--- src/inc/vid_pkg.sv ---
`default_nettype none
package vid_pkg;
  // ***********************
  // Port addresses
  // ***********************
  localparam logic [15:0] PORT_MISC_WR = 16'h03C2;
  localparam logic [15:0] PORT_MISC_RD = 16'h03CC;
  localparam logic [15:0] PORT_STAT0 = 16'h03C2;
  localparam logic [15:0] PORT_SUBSYS = 16'h03C3;
  localparam logic [15:0] PORT_SEQ_IDX = 16'h03C4;
  localparam logic [15:0] PORT_SEQ_DAT = 16'h03C5;
  localparam logic [15:0] PORT_FEAT_RD = 16'h03CA;
  localparam logic [15:0] PORT_STAT1_MONO = 16'h03BA;
  localparam logic [15:0] PORT_STAT1_COLOR = 16'h03DA;
  localparam logic [11:0] CRT_BASE_MONO = 12'h03B;
  localparam logic [11:0] CRT_BASE_COLOR = 12'h03D;
  localparam logic [3:0] CRT_IDX_LOW = 4'h4;
  localparam logic [3:0] CRT_DAT_LOW = 4'h5;
  // ***********************
  // Sequencer indexes
  // ***********************
  localparam logic [2:0] SEQ_RESET = 3'h0;
  localparam logic [2:0] SEQ_CLOCKING = 3'h1;
  localparam logic [2:0] SEQ_PLANE_MASK = 3'h2;
  localparam logic [2:0] SEQ_CHAR_MAP = 3'h3;
  localparam logic [2:0] SEQ_MEM_MODE = 3'h4;
  // ***********************
  // Field positions
  // ***********************
  localparam int MISC_VSP = 7;
  localparam int MISC_HSP = 6;
  localparam int MISC_CS_HI = 3;
  localparam int MISC_CS_LO = 2;
  localparam int MISC_DECODE = 1;
  localparam int MISC_PORT_BASE = 0;
  localparam int STAT0_IRQ = 7;
  localparam int STAT0_SENSE = 4;
  localparam int STAT1_VR = 3;
  localparam int STAT1_DE_N = 0;
  localparam int RST_SYNC = 1;
  localparam int RST_ASYNC = 0;
  localparam int CLK_SCREEN_OFF = 5;
  localparam int CLK_LOAD4 = 4;
  localparam int CLK_HALF_DOT = 3;
  localparam int CLK_LOAD2 = 2;
  localparam int CLK_FIXED_ONE = 1;
  localparam int CLK_NARROW = 0;
  // ***********************
  // Reset values and codes
  // ***********************
  localparam logic [7:0] MISC_RESET = 8'h00;
  localparam logic [7:0] SEQ_RESET_VAL = 8'h03;
  localparam logic [7:0] CLOCKING_RESET = 8'h02;
  localparam logic [7:0] MASK_RESET = 8'h0F;
  localparam logic [7:0] ZERO_BYTE = 8'h00;
  localparam logic [1:0] CLKSEL_25 = 2'b00;
  localparam logic [1:0] CLKSEL_28 = 2'b01;
  localparam logic [1:0] CLKSEL_EXT = 2'b10;
  localparam logic [9:0] LINES_400 = 10'd400;
  localparam logic [9:0] LINES_350 = 10'd350;
  localparam logic [9:0] LINES_480 = 10'd480;
  localparam logic [3:0] DOTS_WIDE = 4'd9;
  localparam logic [3:0] DOTS_NARROW = 4'd8;
  localparam logic [7:0] LINE_CODE_LO = 8'hC0;
  localparam logic [7:0] LINE_CODE_HI = 8'hDF;

  typedef struct packed {
    logic rd;
    logic wr;
    logic [15:0] addr;
    logic [7:0] wdata;
  } io_req_t;

  typedef struct packed {
    logic req;
    logic we;
    logic in_buffer;
  } mem_req_t;
endpackage : vid_pkg
`default_nettype wire

--- src/vid_general_seq.sv ---
// Contract
// - Misc output written 03C2, read 03CC
// - Bit 7 sets vertical retrace polarity
// - Bit 6 sets horizontal retrace polarity
// - Polarity bits encode 400/350/480 vertical size
// - Clock select picks 25, 28 or external
// - Decode bit off: ignore display buffer accesses
// - Port base bit moves CRT, status1, feature
// - Status 0: irq pending bit7, sense bit4
// - Status1 bit 3 shows vertical retrace
// - Status1 bit 0 is inverted display enable
// - Feature control decoded, all bits reserved
// - Index at 03C4 steers data port 03C5
// - Sequencer registers 00 to 04 read/write
// - Sync clear bit low halts sequencer
// - Async clear bit low halts immediately
// - Screen off blanks, keeps sync, frees bandwidth
// - Serializer load every 1, 2 or 4 chars
// - Half dot rate divides master clock
// - Character clock 9 or 8 dots wide
// - Ninth dot repeats eighth for C0-DF
// - Plane mask gates host plane writes
`default_nettype none
module vid_general_seq (
  input wire logic ref_clk,
  input wire logic rst_b,
  input wire vid_pkg::io_req_t io_req,
  output logic [7:0] io_rdata,
  output logic io_ack,
  output logic io_hit,
  output logic crt_index_sel,
  output logic crt_data_sel,
  input wire vid_pkg::mem_req_t mem_req,
  output logic [3:0] plane_we,
  output logic mem_ack,
  output logic host_priority,
  input wire logic tick_25,
  input wire logic tick_28,
  input wire logic tick_ext,
  input wire logic hretrace_raw,
  input wire logic vretrace_raw,
  input wire logic display_enable,
  input wire logic retrace_irq_pending,
  input wire logic monitor_sense,
  input wire logic [7:0] char_code,
  input wire logic [7:0] glyph_bits,
  output logic hsync_out,
  output logic vsync_out,
  output logic [9:0] vertical_lines,
  output logic dot_tick,
  output logic char_tick,
  output logic serializer_load,
  output logic pixel_out,
  output logic seq_running
);
  // ***********************
  // Register state
  // ***********************
  logic [7:0] misc_output_control_q, sequencer_reset_q, clocking_mode_q, plane_write_mask_q;
  logic [7:0] char_map_q, mem_mode_q;
  logic [2:0] sequencer_index_q;
  logic vertical_sync_polarity, horizontal_sync_polarity, buffer_decode_on, port_base_choice;
  logic sync_clear_n, async_clear_n, load_every_four, half_dot_rate, load_every_two;
  logic narrow_char_cell, screen_off;
  logic [1:0] clk_choice;
  logic [11:0] crt_base;
  logic [15:0] stat1_port;
  logic wr_misc, wr_idx, wr_dat, wr_feat;
  assign vertical_sync_polarity = misc_output_control_q[vid_pkg::MISC_VSP];
  assign horizontal_sync_polarity = misc_output_control_q[vid_pkg::MISC_HSP];
  assign clk_choice = misc_output_control_q[vid_pkg::MISC_CS_HI:vid_pkg::MISC_CS_LO];
  assign buffer_decode_on = misc_output_control_q[vid_pkg::MISC_DECODE];
  assign port_base_choice = misc_output_control_q[vid_pkg::MISC_PORT_BASE];
  assign sync_clear_n = sequencer_reset_q[vid_pkg::RST_SYNC];
  assign async_clear_n = sequencer_reset_q[vid_pkg::RST_ASYNC];
  assign screen_off = clocking_mode_q[vid_pkg::CLK_SCREEN_OFF];
  assign load_every_four = clocking_mode_q[vid_pkg::CLK_LOAD4];
  assign half_dot_rate = clocking_mode_q[vid_pkg::CLK_HALF_DOT];
  assign load_every_two = clocking_mode_q[vid_pkg::CLK_LOAD2];
  assign narrow_char_cell = clocking_mode_q[vid_pkg::CLK_NARROW];
  // ***********************
  // Port decode
  // ***********************
  // The monochrome and colour bases are mutually exclusive, so a stray access to
  // the unselected base is simply not ours and gets no hit.
  assign crt_base = port_base_choice ? vid_pkg::CRT_BASE_COLOR : vid_pkg::CRT_BASE_MONO;
  assign stat1_port = port_base_choice ? vid_pkg::PORT_STAT1_COLOR
                                       : vid_pkg::PORT_STAT1_MONO;
  assign wr_misc = io_req.wr && io_req.addr == vid_pkg::PORT_MISC_WR;
  assign wr_idx = io_req.wr && io_req.addr == vid_pkg::PORT_SEQ_IDX;
  assign wr_dat = io_req.wr && io_req.addr == vid_pkg::PORT_SEQ_DAT;
  assign wr_feat = io_req.wr && io_req.addr == stat1_port;
  always_ff @(posedge ref_clk or negedge rst_b) begin
    if (!rst_b) begin
      misc_output_control_q <= vid_pkg::MISC_RESET;
    end else if (wr_misc) begin
      misc_output_control_q <= io_req.wdata;
    end
  end

  always_ff @(posedge ref_clk or negedge rst_b) begin
    if (!rst_b) begin
      sequencer_index_q <= 3'h0;
    end else if (wr_idx) begin
      sequencer_index_q <= io_req.wdata[2:0];
    end
  end

  always_ff @(posedge ref_clk or negedge rst_b) begin
    if (!rst_b) begin
      sequencer_reset_q <= vid_pkg::SEQ_RESET_VAL;
      clocking_mode_q <= vid_pkg::CLOCKING_RESET;
      plane_write_mask_q <= vid_pkg::MASK_RESET;
      char_map_q <= vid_pkg::ZERO_BYTE;
      mem_mode_q <= vid_pkg::ZERO_BYTE;
    end else if (wr_dat) begin
      case (sequencer_index_q)
        vid_pkg::SEQ_RESET: sequencer_reset_q <= io_req.wdata;
        vid_pkg::SEQ_CLOCKING: clocking_mode_q <= io_req.wdata;
        vid_pkg::SEQ_PLANE_MASK: plane_write_mask_q <= io_req.wdata;
        vid_pkg::SEQ_CHAR_MAP: char_map_q <= io_req.wdata;
        vid_pkg::SEQ_MEM_MODE: mem_mode_q <= io_req.wdata;
        default: ; // Indexes 5-7 absorb writes harmlessly
      endcase
    end
  end

  // ***********************
  // Read path
  // ***********************
  logic [7:0] seq_rd, rd_d;
  logic hit_d;
  always_comb begin
    case (sequencer_index_q)
      vid_pkg::SEQ_RESET: seq_rd = sequencer_reset_q;
      vid_pkg::SEQ_CLOCKING: seq_rd = clocking_mode_q;
      vid_pkg::SEQ_PLANE_MASK: seq_rd = plane_write_mask_q;
      vid_pkg::SEQ_CHAR_MAP: seq_rd = char_map_q;
      vid_pkg::SEQ_MEM_MODE: seq_rd = mem_mode_q;
      default: seq_rd = vid_pkg::ZERO_BYTE;
    endcase
  end
  always_comb begin
    rd_d = vid_pkg::ZERO_BYTE;
    hit_d = 1'b1;
    if (io_req.addr == vid_pkg::PORT_MISC_RD) begin
      rd_d = misc_output_control_q;
    end else if (io_req.addr == vid_pkg::PORT_STAT0) begin
      rd_d[vid_pkg::STAT0_IRQ] = retrace_irq_pending;
      rd_d[vid_pkg::STAT0_SENSE] = monitor_sense;
    end else if (io_req.addr == stat1_port) begin
      rd_d[vid_pkg::STAT1_VR] = vretrace_raw;
      rd_d[vid_pkg::STAT1_DE_N] = ~display_enable;
    end else if (io_req.addr == vid_pkg::PORT_FEAT_RD) begin
      rd_d = vid_pkg::ZERO_BYTE;
    end else if (io_req.addr == vid_pkg::PORT_SEQ_IDX) begin
      rd_d = {5'h00, sequencer_index_q};
    end else if (io_req.addr == vid_pkg::PORT_SEQ_DAT) begin
      rd_d = seq_rd;
    end else if (io_req.addr == vid_pkg::PORT_SUBSYS) begin
      rd_d = vid_pkg::ZERO_BYTE;
    end else begin
      hit_d = (io_req.addr[15:4] == crt_base) &&
              (io_req.addr[3:0] == vid_pkg::CRT_IDX_LOW ||
               io_req.addr[3:0] == vid_pkg::CRT_DAT_LOW);
    end
  end

  // Writes to the status-1/feature port and to 03C3 hit but store nothing; a write to 03C2 stores the misc register
  always_ff @(posedge ref_clk or negedge rst_b) begin
    if (!rst_b) begin
      io_rdata <= vid_pkg::ZERO_BYTE;
      io_ack <= 1'b0;
      io_hit <= 1'b0;
      crt_index_sel <= 1'b0;
      crt_data_sel <= 1'b0;
    end else begin
      io_ack <= io_req.rd || io_req.wr;
      io_hit <= (io_req.rd && hit_d) || wr_misc || wr_idx || wr_dat || wr_feat ||
                (io_req.wr && io_req.addr == vid_pkg::PORT_SUBSYS) ||
                (io_req.wr && hit_d && io_req.addr[15:4] == crt_base);
      io_rdata <= io_req.rd ? rd_d : vid_pkg::ZERO_BYTE;
      crt_index_sel <= (io_req.rd || io_req.wr) && io_req.addr[15:4] == crt_base &&
                       io_req.addr[3:0] == vid_pkg::CRT_IDX_LOW;
      crt_data_sel <= (io_req.rd || io_req.wr) && io_req.addr[15:4] == crt_base &&
                      io_req.addr[3:0] == vid_pkg::CRT_DAT_LOW;
    end
  end

  // ***********************
  // Host memory path
  // ***********************
  always_ff @(posedge ref_clk or negedge rst_b) begin
    if (!rst_b) begin
      plane_we <= 4'h0;
      mem_ack <= 1'b0;
      host_priority <= 1'b0;
    end else begin
      mem_ack <= mem_req.req && mem_req.in_buffer && buffer_decode_on;
      plane_we <= (mem_req.req && mem_req.we && mem_req.in_buffer && buffer_decode_on)
                  ? plane_write_mask_q[3:0] : 4'h0;
      host_priority <= screen_off;
    end
  end

  // ***********************
  // Sync polarity and size
  // ***********************
  always_ff @(posedge ref_clk or negedge rst_b) begin
    if (!rst_b) begin
      hsync_out <= 1'b0;
      vsync_out <= 1'b0;
      vertical_lines <= 10'd0;
    end else begin
      vsync_out <= vretrace_raw ^ vertical_sync_polarity;
      hsync_out <= hretrace_raw ^ horizontal_sync_polarity;
      case ({vertical_sync_polarity, horizontal_sync_polarity})
        2'b01: vertical_lines <= vid_pkg::LINES_400;
        2'b10: vertical_lines <= vid_pkg::LINES_350;
        2'b11: vertical_lines <= vid_pkg::LINES_480;
        default: vertical_lines <= 10'd0;
      endcase
    end
  end

  // ***********************
  // Dot and character timing
  // ***********************
  // Both clear bits gate the counters combinationally through run, so either halts the
  // sequencer in the same cycle; under sync clear only half_q waits for a tick to clear.
  logic master_tick, run, dot_en, char_en;
  logic half_q;
  logic [3:0] dot_cnt_q;
  logic [1:0] char_cnt_q;
  logic [3:0] last_dot;
  always_comb begin
    case (clk_choice)
      vid_pkg::CLKSEL_25: master_tick = tick_25;
      vid_pkg::CLKSEL_28: master_tick = tick_28;
      vid_pkg::CLKSEL_EXT: master_tick = tick_ext;
      default: master_tick = 1'b0;
    endcase
  end
  assign run = sync_clear_n && async_clear_n;
  assign dot_en = run && master_tick && (!half_dot_rate || half_q);
  assign last_dot = (narrow_char_cell ? vid_pkg::DOTS_NARROW : vid_pkg::DOTS_WIDE) - 4'd1;
  assign char_en = dot_en && dot_cnt_q >= last_dot;
  always_ff @(posedge ref_clk or negedge rst_b) begin
    if (!rst_b) begin
      half_q <= 1'b0;
    end else if (!async_clear_n) begin
      half_q <= 1'b0;
    end else if (master_tick) begin
      half_q <= sync_clear_n ? ~half_q : 1'b0;
    end
  end
  always_ff @(posedge ref_clk or negedge rst_b) begin
    if (!rst_b) begin
      dot_cnt_q <= 4'd0;
    end else if (!run) begin
      dot_cnt_q <= 4'd0;
    end else if (dot_en) begin
      dot_cnt_q <= char_en ? 4'd0 : dot_cnt_q + 4'd1;
    end
  end
  always_ff @(posedge ref_clk or negedge rst_b) begin
    if (!rst_b) begin
      char_cnt_q <= 2'd0;
    end else if (!run) begin
      char_cnt_q <= 2'd0;
    end else if (char_en) begin
      char_cnt_q <= char_cnt_q + 2'd1;
    end
  end
  logic load_d;
  always_comb begin
    if (load_every_four) begin
      load_d = char_en && char_cnt_q == 2'd3;
    end else if (load_every_two) begin
      load_d = char_en && char_cnt_q[0];
    end else begin
      load_d = char_en;
    end
  end
  logic glyph_bit, line_code;
  assign line_code = char_code >= vid_pkg::LINE_CODE_LO && char_code <= vid_pkg::LINE_CODE_HI;
  assign glyph_bit = (dot_cnt_q[3]) ? (line_code && glyph_bits[0])
                                    : glyph_bits[3'd7 - dot_cnt_q[2:0]];
  always_ff @(posedge ref_clk or negedge rst_b) begin
    if (!rst_b) begin
      dot_tick <= 1'b0;
      char_tick <= 1'b0;
      serializer_load <= 1'b0;
      pixel_out <= 1'b0;
      seq_running <= 1'b0;
    end else begin
      dot_tick <= dot_en;
      char_tick <= char_en;
      serializer_load <= load_d;
      seq_running <= run;
      if (dot_en) begin
        pixel_out <= glyph_bit && display_enable && !screen_off;
      end else if (!run) begin
        pixel_out <= 1'b0;
      end
    end
  end

  // ***********************
  // Checks
  // ***********************
  property p_misc_store;
    @(posedge ref_clk) disable iff (!rst_b)
    wr_misc |=> misc_output_control_q == $past(io_req.wdata);
  endproperty
  a_misc_store: assert property (p_misc_store) else $error("misc write lost");
  // A polarity write lands with the edge, so only cycles without one are judged
  property p_vsync_pol;
    @(posedge ref_clk) disable iff (!rst_b)
    !wr_misc |=> vsync_out == ($past(vretrace_raw) ^ vertical_sync_polarity);
  endproperty
  a_vsync_pol: assert property (p_vsync_pol) else $error("vsync polarity wrong");
  property p_hsync_pol;
    @(posedge ref_clk) disable iff (!rst_b)
    !wr_misc |=> hsync_out == ($past(hretrace_raw) ^ horizontal_sync_polarity);
  endproperty
  a_hsync_pol: assert property (p_hsync_pol) else $error("hsync polarity wrong");
  property p_no_decode;
    @(posedge ref_clk) disable iff (!rst_b)
    !buffer_decode_on && $stable(misc_output_control_q) |=> !mem_ack && plane_we == 4'h0;
  endproperty
  a_no_decode: assert property (p_no_decode) else $error("buffer answered while off");
  property p_stat1_read;
    @(posedge ref_clk) disable iff (!rst_b)
    io_req.rd && io_req.addr == stat1_port |=>
      io_rdata[vid_pkg::STAT1_DE_N] == !$past(display_enable) &&
      io_rdata[vid_pkg::STAT1_VR] == $past(vretrace_raw);
  endproperty
  a_stat1_read: assert property (p_stat1_read) else $error("status1 read wrong");
  property p_halt;
    @(posedge ref_clk) disable iff (!rst_b)
    !run |-> !dot_en ##1 (dot_cnt_q == 4'd0 && !dot_tick);
  endproperty
  a_halt: assert property (p_halt) else $error("sequencer ran while cleared");
  property p_char_width;
    @(posedge ref_clk) disable iff (!rst_b)
    dot_en && !narrow_char_cell |-> dot_cnt_q <= vid_pkg::DOTS_WIDE - 4'd1;
  endproperty
  a_char_width: assert property (p_char_width) else $error("dot count past cell");
  property p_half_rate;
    @(posedge ref_clk) disable iff (!rst_b)
    half_dot_rate && dot_en && !wr_dat |=> !dot_en;
  endproperty
  a_half_rate: assert property (p_half_rate) else $error("half rate dot doubled");
  property p_plane_mask;
    @(posedge ref_clk) disable iff (!rst_b)
    mem_req.req && mem_req.we && mem_req.in_buffer && buffer_decode_on && !wr_dat
      |=> plane_we == plane_write_mask_q[3:0];
  endproperty
  a_plane_mask: assert property (p_plane_mask) else $error("plane enables wrong");
  property p_blank;
    @(posedge ref_clk) disable iff (!rst_b)
    screen_off && dot_en && !wr_dat |=> !pixel_out;
  endproperty
  a_blank: assert property (p_blank) else $error("pixel lit with screen off");
endmodule : vid_general_seq
`default_nettype wire

--- config.mk ---
export PLATFORM = sky130hd
export DESIGN_NAME = vid_general_seq
export DESIGN_NICKNAME = d
export VERILOG_FILES = /design/src/inc/vid_pkg.sv /design/src/vid_general_seq.sv
export SDC_FILE = /design/constraint.sdc
export NUM_CORES = 1
export LEC_CHECK = 0
export ABC_AREA = 1
export BUFFER_PORTS_ARGS = -buffer_cell sky130_fd_sc_hd__buf_2
export CORE_MARGIN = 2
export CORE_UTILIZATION = 50
export CTS_BUF_LIST = sky130_fd_sc_hd__clkbuf_4 sky130_fd_sc_hd__clkbuf_8 sky130_fd_sc_hd__clkbuf_16
export CTS_CLUSTER_SIZE = 30
export DETAILED_ROUTE_END_ITERATION = 12
export MAX_ROUTING_LAYER = met4
export PLACE_DENSITY = 0.77
export SLEW_MARGIN = 5
export SYNTH_ARGS = -nofsm -noshare
export SYNTH_HDL_FRONTEND = slang
export SYNTH_SLANG_ARGS = --single-unit
--- constraint.sdc ---
create_clock -name ref_clk -period 4.5 [get_ports ref_clk]
set_clock_uncertainty 0.15 [all_clocks]
set_input_delay 0.9 -clock ref_clk [delete_from_list [all_inputs] [get_ports ref_clk]]
set_output_delay 0.9 -clock ref_clk [all_outputs]
set_load 0.05 [all_outputs]
Word-level counts from Yosys, hierarchy flattened:

Cells that the tools add are included.

* bits in registers: 93
* input port bits: 55
* output and inout port bits: 35

* $add $sub $neg: 4
* order comparisons: 4
* equality and inequality tests: 23
* multiplexer cells: 42
* bitwise gates (word level): 4
* reduce and logical (&&, ||, !) cells: 45

Operator list (count)
* 16-bit by 10-bit equality test with 1-bit output, second input constant: 6
* 8-bit two-way mux: 5
* 8-bit case mux with 5 select lines: 1
* 1-bit logical AND: 27
* 9-bit case mux with 3 select lines: 1
* 4-bit two-way mux: 6
* 1-bit two-way mux: 21
* 16-bit by 10-bit equality test with 1-bit output: 1
* 12-bit by 6-bit equality test with 1-bit output: 1
* 2-bit AND reduction: 5
* 1-bit logical OR: 9
* 2-bit equality test, second input constant: 4
* 4-bit by 3-bit equality test with 1-bit output, second input constant: 2
* 8-bit greater-or-equal comparator, second input constant: 1
* 8-bit <= comparator, second input constant: 1
* 2-bit two-way mux: 4
* 7-bit two-way mux: 1
* 3-bit by 2-bit equality test with 1-bit output, second input constant: 2
* 2-bit by 1-bit inequality test with 1-bit output, second input constant: 3
* 4-bit by 1-bit adder with 4-bit output, second input constant: 1
* 2-bit by 1-bit equality test with 1-bit output, second input constant: 2
* 4-bit greater-or-equal comparator: 1
* 3-bit by 4-bit less-than comparator with 1-bit output, second input constant: 1
* 4-bit by 1-bit subtractor with 4-bit output, second input constant: 1
* 12 further kinds: 15

Longest topological paths before layout:

* depth after elaboration: 17
* gate-level depth with buffers: 11
* mapped depth without buffers: 11

Least setup slack after synthesis:

Ideal clock, no wire load.

* path kind: in2reg
* start: input port io_req[19] in the netlist's numbering
* end: register char_map_q[6]
* setup time: 0.120 ns
* arrival: 1.894 ns
* required time: 4.230 ns
* slack: 2.336 ns
* cell stages on the path: 9
* path buffers: 1
* cell sequence: nor2_1 nand2_1 nor2_4 nand3_4 clkinv_2 nand2_4 buf_6 nand2_1 o21ai_2

* word-level cells in the longest chain between the ends: 3

Ends and longest elaborated chain
* from (decl): RTL line vid_general_seq.sv:27 `input wire vid_pkg::io_req_t io_req,`
* 16-bit by 10-bit equality test with 1-bit output: RTL line vid_general_seq.sv:91 `assign wr_dat = io_req.wr && io_req.addr == vid_pkg::PORT_SEQ_DAT;`
* 1-bit logical AND: RTL line vid_general_seq.sv:91
* 2-bit AND reduction (no source line)
* to (signal assigned): RTL line vid_general_seq.sv:114 `char_map_q <= vid_pkg::ZERO_BYTE;`
* to (signal assigned): RTL line vid_general_seq.sv:121 `vid_pkg::SEQ_CHAR_MAP: char_map_q <= io_req.wdata;`
* to (decl): RTL line vid_general_seq.sv:60 `logic [7:0] char_map_q, mem_mode_q;`

No other way between the ends.
A chain may end at the register's enable or synchronous reset.

Worst setup path after layout:

* start: input port io_req[19] in the netlist's numbering
* end: register io_rdata[2]

* word-level cells in the longest chain between the ends: 8

Ends and longest elaborated chain
* 16-bit by 10-bit equality test with 1-bit output: RTL line vid_general_seq.sv:158 `end else if (io_req.addr == vid_pkg::PORT_SEQ_DAT) begin`
* 8-bit two-way mux: RTL line vid_general_seq.sv:158
* 8-bit two-way mux: RTL line vid_general_seq.sv:156 `end else if (io_req.addr == vid_pkg::PORT_SEQ_IDX) begin`
* 8-bit two-way mux: RTL line vid_general_seq.sv:154 `end else if (io_req.addr == vid_pkg::PORT_FEAT_RD) begin`
* 2-bit two-way mux: RTL line vid_general_seq.sv:151 `end else if (io_req.addr == stat1_port) begin`
* 4-bit two-way mux: RTL line vid_general_seq.sv:148 `end else if (io_req.addr == vid_pkg::PORT_STAT0) begin`
* 8-bit two-way mux (*): RTL line vid_general_seq.sv:146 `if (io_req.addr == vid_pkg::PORT_MISC_RD) begin`
* 8-bit two-way mux (*): RTL line vid_general_seq.sv:182 `io_rdata <= io_req.rd ? rd_d : vid_pkg::ZERO_BYTE;`
* to (signal assigned): RTL line vid_general_seq.sv:172 `io_rdata <= vid_pkg::ZERO_BYTE;`
* to (signal assigned): RTL line vid_general_seq.sv:182
* to (decl): RTL line vid_general_seq.sv:28 `output logic [7:0] io_rdata,`

Every way passes the cells marked *; elsewhere a longest branch is shown, timed or not.

==> impl_metrics.json <==
{
  "ant_nets": 0,
  "cts_root_buf": "clkbuf_8",
  "drcViolationCount": 0,
  "die_y_um": 97.8,
  "worst_pin_slew_ps": 890,
  "rr_worst_depth": 7,
  "grt_setup_unrepaired": "no",
  "synth_top_cell_area_share_pct": 46.6,
  "fin_crit_ps": 2080,
  "antenna_found_initial": 0,
  "final_common_cell": "nand2_1",
  "path_class": "input port to flop",
  "p_leak_nw": 2.77,
  "crit_chain": "buf_2, nor2_1, nand2_1, nor2_4, nand2_1, nor2_4, o21ai_0, nand3_1, nand2_1, inv_1",
  "critPathCaptureType": "flop",
  "htree_levels": 3,
  "gp_congestion": 0.912,
  "seqPwrFrac_pct": 53.6,
  "worstHoldStart": "pixel_out",
  "syn-instance-count": 510,
  "wl_met2_mm": 4.45,
  "dieArea_um2": 9560,
  "setup_viol": 0,
  "slew_viol_final": 0,
  "timing.rr.start": "sequencer_index_q[0]",
  "clkLatencyLatePin_ps": 360,
  "clk_pin_slew_ps": 90,
  "synth_top_area_cell": "dfrtp_1",
  "run_status": "completed",
  "hold_violations": 0,
  "yosys_warnings": 0,
  "crit_required_ps": 4650,
  "maxSlewHeadroom_pct": 40.7,
  "cp.arrival_ps": 2220,
  "dr_total_vias": 3613,
  "coreArea_um2": 8640,
  "die_w_um": 97.8,
  "maxUsedRoutingLayer": "met4",
  "row_count": 34,
  "cp-start-kind": "input port",
  "met1_length_mm": 4.22,
  "tritoncts": "done",
  "synth_ff_type": "dfrtp_1",
  "seq_area_frac_synth_pct": 50.8,
  "routedWlPerCell_um": 13.4,
  "clockBufferDepth": 2,
  "grt-ovfl-total": 0,
  "swShare_pct": 23.4,
  "grt_pass1_wl_mm": 15.9,
  "synth_edf_count": 0,
  "critical_path.max_fanout": 10,
  "critPathMaxStageDelay_ps": 260,
  "p_total_mw": 1.49,
  "netlist_top_cells_area": "dfrtp_1 47%, nand2_1 10%, inv_1 5.3%",
  "dpl.hpwl_mm": 7.03,
  "power_switching_mw": 0.350,
  "power_density_nw_per_um2": 294,
  "async_flop_share_pct": 100,
  "totalWireLength_mm": 9.47,
  "hold_depth": 2,
  "syn_area_um2": 4400,
  "cts_hold_buf": 0,
  "syn_avg_cell_area_um2": 8.63,
  "cts_setup_buffers": 0,
  "path_common_cell": "nand2_1",
  "first_iter_violations": 192,
  "vias_per_cell": 5.12,
  "crit_slowest_cell": "nor2_4",
  "grt_usage_pct": 21.2,
  "synth_cell_types": 37,
  "tns_ps": 0,
  "power.internal_mw": 1.14,
  "ys_ff_latch": 89,
  "period_share_pct": 46.1,
  "hold_class": "flop to flop",
  "final_nets": 658,
  "grt_pass1_vias": 3424,
  "drv_cap": 0,
  "grt_start_max_net_pins": 73,
  "start_util_pct": 50.9,
  "wl_met3_um": 610,
  "cts_num_sinks": 89,
  "drive_above_1_share_pct": 25.9,
  "final_cell_mix": "122 x nand2_1, 82 x dfrtp_1, 81 x buf_2",
  "cts_buffers": 9,
  "num_antenna_cells": 0,
  "firstDrtPassIters": 5,
  "portBuffers": 82,
  "pwr-share-clk_pct": 41.1,
  "boundaryPins": 90,
  "cts_resized": 0,
  "pwr-share-comb_pct": 5.3,
  "crit_path_start": "io_req[19]",
  "synthToLayoutAreaGrowth_pct": 15.5,
  "vdd_drop_max_v": 0.000145,
  "max_freq_mhz": 482
}
[metal layers]
metal  vias to the layer above  GRT usage, %
li1                       1799             -
met1                      1674          27.6
met2                       123          33.2
met3                        17          4.01
met4                         0          8.55
met5                         -             -
[logic make-up (layout without fill, tap and decap cells)]
group | count (synthesis) | after routing | synth area share, %
AND/OR/NAND/NOR | 226 | 226 | 23.8
flip-flops | 89 | 89 | 50.8
buffers and inverters | 81 | 168 | 8.28
adder cells (fa/ha/maj) | 10 | 10 | 2.84
other | 1 | 2 | 0.0852
AO/OA/AOI/OAI | 99 | 99 | 13.4
XOR/XNOR | 4 | 4 | 0.796
[registers in the layout, summed over array words and instances, names as in the netlist, 2 cells and up]
| name | flops |
|---|---|
| mem_mode_q | 8 |
| sequencer_reset_q | 8 |
| plane_write_mask_q | 8 |
| clocking_mode_q | 8 |
| char_cnt_q | 2 |
| dot_cnt_q | 4 |
| sequencer_index_q | 3 |
| plane_we | 4 |
| vertical_lines | 6 |
| misc_output_control_q | 8 |
| io_rdata | 8 |
| char_map_q | 8 |
[synthesized netlist by cell type (5+ instances only)]
library cell  instances
inv_1                62
nand3_1              27
dfrtp_1              82
nor2_1               41
ha_1                 10
a21oi_1              23
o21ai_0              43
inv_2                 6
nand2_1             122
nand4_1               8
o21ai_2              20
nor2_4                5
dfstp_2               7
o21ai_1               6
[path summary, 6_finish.rpt]
kind                                             to  slack, ps
max                                     io_rdata[2]       2420
min                                       pixel_out        330
max reg2reg                             io_rdata[2]       2620
min reg2reg                               pixel_out        330
max in group asynchronous  misc_output_control_q[6]       2950
min in group asynchronous                   mem_ack        510
[power groups by stage]
stage / registers [mW] / clock network, mW / logic (mW)
final: 0.801 / 0.613 / 0.0794
after detailed placement: 0.817 / 0 / 0.0803
after global placement: 0.817 / 0 / 0.0783
after floorplan: 0.822 / 0 / 0.0246
after CTS: 0.801 / 0.628 / 0.0805
after global routing: 0.801 / 0.661 / 0.0897
[critical path: cells and delay by family]
kind | cells | cell delay (ps)
and+or+nand+nor | 7 | 980
buffers and inverters | 2 | 130
AOI/OAI and AO/OA | 1 | 190
[cell type report]
| class | instances | area, um^2 |
|---|---|---|
| well taps | 108 | 135 |
| repair buffers | 83 | 420 |
| multi-input cells | 341 | 1800 |
| clock buffers | 9 | 124 |
| flip-flops and latches | 89 | 2240 |
| fillers | 759 | 3550 |
| clock inverters | 7 | 103 |
| inverters | 69 | 260 |
[through the flow]
stage / worst slack, ps / std cells / hold WS [ps] / util (%) / instance area (um^2)
4_1_cts: 2440 / 706 / 338 / 58.8 / 5080
3_5_place_dp: 2060 / 690 / 318 / 56.2 / 4850
2_1_floorplan: 2340 / 511 / 246 / - / 4400
3_3_place_gp: 2100 / 690 / 314 / 56.2 / 4850
6_report: 2420 / 706 / 331 / 58.8 / 5080
5_1_grt: 2230 / 706 / 355 / 58.8 / 5080
(Power assumes the default switching activity.)
